### config.mk
export PLATFORM = sky130hd
export DESIGN_NAME = port_c_pin_mux
export DESIGN_NICKNAME = d
export VERILOG_FILES = /design/src/pcpm_pkg.sv /design/src/port_c_pin_mux.sv
export VERILOG_INCLUDE_DIRS = /design/src
export SDC_FILE = /design/constraint.sdc
export NUM_CORES = 1
export LEC_CHECK = 0
export BUFFER_PORTS_ARGS = -buffer_cell sky130_fd_sc_hd__buf_2
export CORE_MARGIN = 4
export CORE_UTILIZATION = 43
export CTS_CLUSTER_DIAMETER = 50
export DETAILED_ROUTE_END_ITERATION = 7
export PLACE_DENSITY = 0.82
export SLEW_MARGIN = 20
export SYNTH_ARGS = -nofsm -noshare
export SYNTH_HDL_FRONTEND = slang
export SYNTH_SLANG_ARGS = --single-unit
### constraint.sdc
create_clock -name clock -period 1.7 [get_ports clock]
set_clock_uncertainty 0.2 [all_clocks]
set_input_delay 0.255 -clock clock [delete_from_list [all_inputs] [get_ports clock]]
set_output_delay 0.255 -clock clock [all_outputs]
set_load 0.02 [all_outputs]
### src/pcpm_regs.svh
`ifndef PCPM_REGS_SVH
`define PCPM_REGS_SVH

// Byte offsets on the register bus
`define PCPM_OFS_PINS 4'h0
`define PCPM_OFS_LATCH 4'h4
`define PCPM_OFS_DIR 4'h8
`define PCPM_OFS_STATUS 4'hc

// Reset values
`define PCPM_RST_LATCH 8'h00
`define PCPM_RST_DIR 8'hff
`define PCPM_RST_PIN_SEL 1'b1

// Status field positions
`define PCPM_ST_OSC 0
`define PCPM_ST_CH2_PIN1 1
`define PCPM_ST_SPI 2
`define PCPM_ST_I2C 3

// Pin positions
`define PCPM_PIN_OSC_OUT 0
`define PCPM_PIN_OSC_IN 1
`define PCPM_PIN_CCP1 2
`define PCPM_PIN_CLK 3
`define PCPM_PIN_DAT 4
`define PCPM_PIN_SDO 5

`endif

### src/pcpm_pkg.sv
package pcpm_pkg;

   // Peripheral controls and output values
   typedef struct packed {
      logic osc_en;        // Low frequency oscillator on
      logic ccp1_out_en;   // Compare or PWM driving
      logic ccp1_out;      // Compare or PWM level
      logic ccp1_shut;     // Enhanced PWM shutdown
      logic ccp1_shut_tri; // Tri-state on shutdown
      logic ccp2_out_en;
      logic ccp2_out;
      logic ccp2_shut;
      logic ccp2_shut_tri;
      logic spi_en;        // Serial module in SPI mode
      logic i2c_en;        // Serial module in I2C mode
      logic spi_clk_out;
      logic spi_sdo;
      logic i2c_clk_low;   // Pull bus clock low
      logic i2c_dat_low;   // Pull bus data low
      logic i2c_smbus;     // Input threshold choice
   } pcpm_periph_t;

   // Input taps toward the peripherals
   typedef struct packed {
      logic timer_counter_input;
      logic ccp1_capture;
      logic ccp2_capture;
      logic spi_clock_pin;
      logic spi_data_in_pin;
      logic i2c_clock_pin;
      logic i2c_data_pin;
   } pcpm_taps_t;

   // Bus handshake state
   typedef enum logic [0:0] {
      PCPM_IDLE,
      PCPM_ACK
   } pcpm_bus_state_t;

endpackage : pcpm_pkg

### src/port_c_pin_mux.sv
// Behaviour
// [RULE_01] Eight pins, each direction, latch, input
// [RULE_02] Direction one tri-states the pin driver
// [RULE_03] Direction zero drives latch unless overridden
// [RULE_04] Latch register reads stored latch values
// [RULE_05] Reset sets every direction bit to input
// [RULE_06] Peripherals may force direction either way
// [RULE_07] Direction reads return stored bits always
// [RULE_08] Pin select bit puts channel two on pin 1
// [RULE_09] Oscillator takes pins 0, 1 as analog
// [RULE_10] Pin 0 feeds timer counter input
// [RULE_11] Pins 2, 1 compare output or capture
// [RULE_12] PWM A overrides latch, optional shutdown tristate
// [RULE_13] Pin 3 SPI clock out or in
// [RULE_14] Pin 3 I2C clock drive and receive
// [RULE_15] Pin 4 SPI data input when direction one
// [RULE_16] Pin 4 I2C data drives despite direction
// [RULE_17] Pin 5 SPI data output override
// [RULE_18] Data register reads pins, writes latch
`include "pcpm_regs.svh"

module port_c_pin_mux #(
   parameter int PINS = 8
) (
   input wire logic clock,
   input wire logic arst_n,
   // Avalon-MM slave
   input wire logic [3:0] address,
   input wire logic read,
   input wire logic write,
   input wire logic [3:0] byteenable,
   input wire logic [31:0] writedata,
   output logic [31:0] readdata,
   output logic waitrequest,
   // Strap for channel two placement
   input wire logic channel_two_pin_select,
   // Peripheral side
   input wire pcpm_pkg::pcpm_periph_t periph,
   output pcpm_pkg::pcpm_taps_t taps,
   // Alternate channel two placement active
   output logic ch2_alt_pin,
   // Pads
   input wire logic [PINS-1:0] pad_in,
   output logic [PINS-1:0] pad_out,
   output logic [PINS-1:0] pad_oe,
   output logic [1:0] pad_analog,
   output logic [1:0] pad_smbus
);

   // Synchroniser chain for pad inputs
   logic [PINS-1:0] sync1;
   logic [PINS-1:0] sync2;
   logic [PINS-1:0] sync3;
   logic [PINS-1:0] pin_level;      // Filtered level
   logic [PINS-1:0] next_pin_level;

   // Software visible storage
   logic [PINS-1:0] output_latch;        // [RULE_01]
   logic [PINS-1:0] next_output_latch;
   logic [PINS-1:0] direction_control;
   logic [PINS-1:0] next_direction_control;

   // Captured strap
   logic pin_sel;
   logic next_pin_sel;
   logic strap_done;
   logic next_strap_done;

   // Bus handshake
   pcpm_pkg::pcpm_bus_state_t bus_state;
   pcpm_pkg::pcpm_bus_state_t next_bus_state;
   logic [31:0] next_readdata;

   // Effective pad drive
   logic [PINS-1:0] eff_oe;
   logic [PINS-1:0] eff_out;
   logic [PINS-1:0] digital_in;   // Pin levels as read
   logic [7:0] status_bits;
   pcpm_pkg::pcpm_taps_t next_taps;

   // Helper: bus write hits an offset with low lane
   function automatic logic hit(
      input logic [3:0] addr,
      input logic [3:0] ofs,
      input logic [3:0] be
   );
      hit = (addr == ofs) && be[0];
   endfunction : hit

   // Helper: zero-extend a register byte
   function automatic logic [31:0] ext(
      input logic [7:0] v
   );
      ext = {24'h000000, v};
   endfunction : ext

   // Helper: drive for a compare or PWM pin
   function automatic logic [1:0] ccp_drive(
      input logic dir,
      input logic lat,
      input logic en,
      input logic val,
      input logic shut,
      input logic shut_tri
   );
      logic oe;
      logic out;
      oe = ~dir;
      out = lat;
      if (en && !dir) begin
         out = val;                          // [RULE_11]
         if (shut && shut_tri) begin
            oe = 1'b0;                       // [RULE_12]
         end
      end
      ccp_drive = {oe, out};
   endfunction : ccp_drive

   // Next filtered level: change taken once stages agree
   always_comb begin
      next_pin_level = pin_level;
      for (int i = 0; i < PINS; i++) begin
         if (sync2[i] == sync3[i]) begin
            next_pin_level[i] = sync3[i];
         end
      end
   end

   // Three-stage input sampling
   always_ff @(posedge clock or negedge arst_n) begin
      if (!arst_n) begin
         sync1 <= '0;
         sync2 <= '0;
         sync3 <= '0;
         pin_level <= '0;
      end else begin
         sync1 <= pad_in;
         sync2 <= sync1;
         sync3 <= sync2;
         pin_level <= next_pin_level;
      end
   end

   // Strap caught once just after reset release
   always_comb begin
      next_pin_sel = pin_sel;
      next_strap_done = 1'b1;
      if (!strap_done) begin
         next_pin_sel = channel_two_pin_select;
      end
   end

   // Strap register; reset holds the erased default
   always_ff @(posedge clock or negedge arst_n) begin
      if (!arst_n) begin
         pin_sel <= `PCPM_RST_PIN_SEL;
         strap_done <= 1'b0;
      end else begin
         pin_sel <= next_pin_sel;
         strap_done <= next_strap_done;
      end
   end

   // Pad multiplexer, per pin priorities
   always_comb begin
      logic [1:0] d;
      d = 2'b00;
      // Plain port behaviour for every pin
      eff_oe = ~direction_control;           // [RULE_02]
      eff_out = output_latch;                // [RULE_03]
      pad_analog = 2'b00;
      pad_smbus = 2'b00;

      // Pin 2: first capture/compare channel
      d = ccp_drive(direction_control[`PCPM_PIN_CCP1],
                    output_latch[`PCPM_PIN_CCP1],
                    periph.ccp1_out_en, periph.ccp1_out,
                    periph.ccp1_shut, periph.ccp1_shut_tri);
      eff_oe[`PCPM_PIN_CCP1] = d[1];         // [RULE_06]
      eff_out[`PCPM_PIN_CCP1] = d[0];

      // Pin 1: second channel only on default placement
      if (pin_sel) begin                     // [RULE_08]
         d = ccp_drive(direction_control[`PCPM_PIN_OSC_IN],
                       output_latch[`PCPM_PIN_OSC_IN],
                       periph.ccp2_out_en, periph.ccp2_out,
                       periph.ccp2_shut, periph.ccp2_shut_tri);
         eff_oe[`PCPM_PIN_OSC_IN] = d[1];
         eff_out[`PCPM_PIN_OSC_IN] = d[0];
      end

      // Pin 3: serial clock
      if (periph.spi_en) begin
         if (!direction_control[`PCPM_PIN_CLK]) begin
            eff_out[`PCPM_PIN_CLK] = periph.spi_clk_out; // [RULE_13]
         end
      end else if (periph.i2c_en) begin
         // Open drain: only the low level is driven
         eff_out[`PCPM_PIN_CLK] = 1'b0;                  // [RULE_14]
         eff_oe[`PCPM_PIN_CLK] =
            ~direction_control[`PCPM_PIN_CLK] & periph.i2c_clk_low;
         pad_smbus[0] = periph.i2c_smbus;                // [RULE_14]
      end

      // Pin 4: serial data; I2C drives whatever the direction
      if (periph.i2c_en && !periph.spi_en) begin
         eff_out[`PCPM_PIN_DAT] = 1'b0;                  // [RULE_16]
         eff_oe[`PCPM_PIN_DAT] = periph.i2c_dat_low;     // [RULE_16]
         pad_smbus[1] = periph.i2c_smbus;
      end

      // Pin 5: SPI data out
      if (periph.spi_en && !direction_control[`PCPM_PIN_SDO]) begin
         eff_out[`PCPM_PIN_SDO] = periph.spi_sdo;        // [RULE_17]
      end

      // Oscillator wins over everything on pins 0 and 1
      if (periph.osc_en) begin
         eff_oe[1:0] = 2'b00;                            // [RULE_09]
         eff_out[1:0] = 2'b00;
         pad_analog = 2'b11;                             // [RULE_09]
      end
   end

   // Digital input path, blanked on analog pins
   always_comb begin
      digital_in = pin_level;
      if (periph.osc_en) begin
         digital_in[1:0] = 2'b00;                        // [RULE_09]
      end
   end

   // Input taps toward peripherals
   always_comb begin
      next_taps = '0;
      // Counter input only while the pin is an input
      if (direction_control[`PCPM_PIN_OSC_OUT]) begin
         next_taps.timer_counter_input =
            digital_in[`PCPM_PIN_OSC_OUT];               // [RULE_10]
      end
      if (direction_control[`PCPM_PIN_CCP1]) begin
         next_taps.ccp1_capture = digital_in[`PCPM_PIN_CCP1]; // [RULE_11]
      end
      if (pin_sel && direction_control[`PCPM_PIN_OSC_IN]) begin
         next_taps.ccp2_capture = digital_in[`PCPM_PIN_OSC_IN];
      end
      if (periph.spi_en) begin
         if (direction_control[`PCPM_PIN_CLK]) begin
            next_taps.spi_clock_pin = digital_in[`PCPM_PIN_CLK]; // [RULE_13]
         end
         if (direction_control[`PCPM_PIN_DAT]) begin
            next_taps.spi_data_in_pin =
               digital_in[`PCPM_PIN_DAT];                // [RULE_15]
         end
      end
      // Bus receivers see the wire in every direction
      if (periph.i2c_en && !periph.spi_en) begin
         next_taps.i2c_clock_pin = digital_in[`PCPM_PIN_CLK]; // [RULE_14]
         next_taps.i2c_data_pin = digital_in[`PCPM_PIN_DAT];  // [RULE_16]
      end
   end

   // Registered pad and tap outputs
   always_ff @(posedge clock or negedge arst_n) begin
      if (!arst_n) begin
         pad_oe <= '0;
         pad_out <= '0;
         taps <= '0;
      end else begin
         pad_oe <= eff_oe;
         pad_out <= eff_out;
         taps <= next_taps;
      end
   end

   // Placement flag for the alternate pin owner
   assign ch2_alt_pin = ~pin_sel;

   // Status byte shows live multiplexer state
   always_comb begin
      status_bits = 8'h00;
      status_bits[`PCPM_ST_OSC] = periph.osc_en;
      status_bits[`PCPM_ST_CH2_PIN1] = pin_sel;
      status_bits[`PCPM_ST_SPI] = periph.spi_en;
      status_bits[`PCPM_ST_I2C] = periph.i2c_en & ~periph.spi_en;
   end

   // Bus answer: one wait cycle, then ready
   always_comb begin
      next_bus_state = bus_state;
      next_readdata = readdata;
      case (bus_state)
         pcpm_pkg::PCPM_IDLE: begin
            if (read || write) begin
               next_bus_state = pcpm_pkg::PCPM_ACK;
               next_readdata = 32'h00000000;
               // Unmapped offsets read zero
               case (address)
                  `PCPM_OFS_PINS:
                     next_readdata = ext(digital_in);    // [RULE_18]
                  `PCPM_OFS_LATCH:
                     next_readdata = ext(output_latch);  // [RULE_04]
                  `PCPM_OFS_DIR:
                     next_readdata = ext(direction_control); // [RULE_07]
                  `PCPM_OFS_STATUS:
                     next_readdata = ext(status_bits);
                  default:
                     next_readdata = 32'h00000000;
               endcase
            end
         end
         pcpm_pkg::PCPM_ACK: begin
            next_bus_state = pcpm_pkg::PCPM_IDLE;
         end
         default: begin
            next_bus_state = pcpm_pkg::PCPM_IDLE;
         end
      endcase
   end

   // Waitrequest drops in the answer cycle only
   assign waitrequest = (read | write) &
                        (bus_state != pcpm_pkg::PCPM_ACK);

   // Handshake registers
   always_ff @(posedge clock or negedge arst_n) begin
      if (!arst_n) begin
         bus_state <= pcpm_pkg::PCPM_IDLE;
         readdata <= 32'h00000000;
      end else begin
         bus_state <= next_bus_state;
         readdata <= next_readdata;
      end
   end

   // Register writes land at the answer edge
   always_comb begin
      logic take;
      take = write && (bus_state == pcpm_pkg::PCPM_ACK);
      next_output_latch = output_latch;
      next_direction_control = direction_control;
      if (take) begin
         // Both data and latch offsets store the latch
         if (hit(address, `PCPM_OFS_PINS, byteenable) ||
             hit(address, `PCPM_OFS_LATCH, byteenable)) begin
            next_output_latch = writedata[PINS-1:0]; // [RULE_18]
         end
         // Direction stored as written, whatever overrides do
         if (hit(address, `PCPM_OFS_DIR, byteenable)) begin
            next_direction_control = writedata[PINS-1:0]; // [RULE_07]
         end
      end
   end

   // Storage; all pins come up as inputs
   always_ff @(posedge clock or negedge arst_n) begin
      if (!arst_n) begin
         output_latch <= `PCPM_RST_LATCH;
         direction_control <= `PCPM_RST_DIR;     // [RULE_05]
      end else begin
         output_latch <= next_output_latch;
         direction_control <= next_direction_control;
      end
   end

endmodule : port_c_pin_mux

==> impl_results.md <==
- Syn-to-layout area delta: 33.7%
- Ant diodes: 0
- Multi-input gate area: 950 um2
- DR WL/cell: 14.4 um
- Fin nets: 412
- Yosys top cell by area: dfrtp_1
- GR Util All Layers: 0.158
- Hold WC Path Type: in -> reg
- Crit path max-delay family: simple AND/OR/NAND/NOR gates
- Die Area: 8780 um2
- Status: completed
- Fillers: 584
- Worst vdd ir: 606 uV
- LEAKAGE: between 2 and 2.5 nW
- Vias in the first global route: 2124
- Area of the core: about 7000 um2
- Later-pin clock latency in the skew report: 340 ps
- Max Fclk: around 600 MHz
- CTS Buf Count: 9
- Post-synthesis cell area: 3160 um2
- Final period utilization: 0.983
- Clock sink count: 82
- Pwr/cell area: 1100 nW/um2
- WP buf/inv: 1
- Final setup violation count: 0
- Die Span Y: 93.7 um
- Detailed Routing Iterations Pass 1: 5
- Register bit total from synthesis: 82
- Worst path slowest cell: or4b_4
- Crit-path max FO: 5
- Critical Path RT: 1770 ps
- Top Ports: 130
- Routed WL: 6390 um
- First-pass GRT wire length: approximately 10000 um
- Synth top area cells: dfrtp_1 (58%), dfstp_2 (7.5%), buf_4 (6.2%), mux2_2 (5.0%), mux2_4 (3.8%)
- Max Cap Viol: 0
- Relative slew slack: 0.541
- Crit path launch type: flop
- Avg Cell Area, Syn: 14.6 um2
- Synth unique cells: 38
- CTS tree: done
- Initial antenna violation count: 0
- RePlAce Congestion: 0.826
- Vias per cell: 4.55
- Final slew viol count: 0
- Initial DRC Count: between 50 and 60
- Measured slew at the worst slew-check pin: 684 ps
- Register area share after synthesis: 0.653
- Post-Layout Cell Count: 444
- Root Buffer: clkbuf_8
- Period minus WS final: between 1500 and 2000 ps
- Die Width: 93.7 um
- H-tree levels: 3
- Placed instance count: 399
- FP Rows: 30
- Post-route ant nets: 0
- Fin. Hold Viols: 0
- Clk buf depth: 2
- Crit-path max cell delay: just over 500 ps
- Hold Worst Slack: 33.3 ps
- Synth Warn #: 0
- Grt ovf: 0
- Post-DP Area: 3670 um2
- Fin Setup TNS: 0 ps
- Most frequent cells in the layout: buf_2 (76), dfrtp_1 (73), dlygate4sd3_1 (26)
- Port Buf Inserts: between 70 and 80
- Clk slew on worst S/H paths: 80 ps
- Share of cells above drive strength 1: 0.434
- Yosys top cell area share: 0.578
- Most common cell after layout, fill and taps aside: buf_2
- Fin area: 4220 um2
- Via count: 2019
- Largest net degree at the start of global routing: 83
- RSZ-0062 raised after global routing: true
- Final HPWL DP: 4560 um
- Starting Density: 0.453
- Worst EP arrival: 1740 ps
- Mapped Cells: between 200 and 250
- Sequential cell area: 2060 um2
- Residual DRC: 0
- CP Class: reg -> reg
- CP endpoint kind: flop
- Critical path cell sequence: nand3_2 -> or4b_4 -> buf_6 -> mux2_4
==> area by class of cell <==
cell class / instances / area share
clock buffer: 10 / 0.0302
clock inverter: 6 / 0.0249
inverter: 8 / 0.00770
multi-input combinational: 119 / 0.225
sequential: 82 / 0.488
tap: 96 / 0.0284
timing repair buffer: 123 / 0.195
==> state kept, by name (all words and copies together) (netlist names) <==
name / count
bus_state: 1
direction_control: 8
output_latch: 8
pad_oe: 8
pad_out: 8
pin_level: 8
pin_sel: 1
readdata: 8
strap_done: 1
sync1: 8
sync2: 8
sync3: 8
taps: 7
==> power by group <==
group	switching, mW	internal [mW]
clock	0.651	0.968
sequential	0.118	2.17
combinational	0.385	0.347
total	1.15	3.49
==> cells in the mapped netlist, drive strengths merged <==
library cell / number
mux2: 22
nand3: 1
a211oi: 1
o31ai: 1
nand2: 2
o21ai: 2
and4: 1
a21boi: 1
buf: 28
or4b: 1
a21oi: 4
a31oi: 2
mux2i: 7
nor2: 4
conb: 2
a32oi: 2
dfstp: 9
dfrtp: 73
a22o: 6
mux4: 1
inv: 8
o21bai: 1
clkbuf: 3
o2bb2ai: 4
nor4b: 1
and2: 5
nor3: 2
nor4: 2
and3: 4
maj3: 8
a31o: 1
nor2b: 7
nand3b: 1
==> tightest hold or removal path, stage by stage <==
cell,delay [ps]
buf_2,90
nor2_1,30
a22o_1,160
==> repair_timing <==
action,CTS,global route
pin swaps,2,0
setup endpoints to repair,9,13
hold endpoints to repair,107,0
resized for setup,11,0
hold buffers,26,0
buffers inserted,1,2
==> layer usage <==
layer  GRT usage  up-vias  share of wire
met3      0.0585        6          0.072
met5           0        -              0
met1       0.197      989           0.43
li1            -      952              -
met2       0.253       72           0.49
met4      0.0542        0         0.0091
==> stage by stage <==
| step | setup WS (ps) | utilization | power [mW] |
|---|---|---|---|
| finish | 28.6 | 0.605 | 4.64 |
| CTS | 6.43 | 0.603 | 4.70 |
| floorplan | 47.0 | - | 2.74 |
| global placement | -82.6 | 0.525 | 2.96 |
| detailed placement | -78.1 | 0.525 | 2.99 |
| global route | -28.2 | 0.605 | 4.88 |
==> cell families (layout without fill, tap and decap cells) <==
group,count (synthesis),after routing,synth area share
AOI/OAI and AO/OA,25,25,0.0590
adders and majority gates,8,8,0.0253
buffers and inverters,39,147,0.0800
DFF,82,82,0.653
muxes,30,30,0.117
other,2,25,0.00238
and+or+nand+nor,31,31,0.0630
==> final timing paths <==
check | cells after the start | end | start | slack [ps]
max | 4 | direction_control[0]$_DFFE_PN1P_ | bus_state$_DFF_PN0_ | 30
min | 3 | pad_out[3]$_DFF_PN0_ | periph[5] | 30
max reg2reg | 4 | direction_control[0]$_DFFE_PN1P_ | bus_state$_DFF_PN0_ | 30
min reg2reg | 0 | sync2[7]$_DFF_PN0_ | sync1[7]$_DFF_PN0_ | 150
max in group asynchronous | 3 | direction_control[6]$_DFFE_PN1P_ | arst_n | 670
min in group asynchronous | 3 | pad_oe[1]$_DFF_PN0_ | arst_n | 280
(Power assumes the default switching activity.)
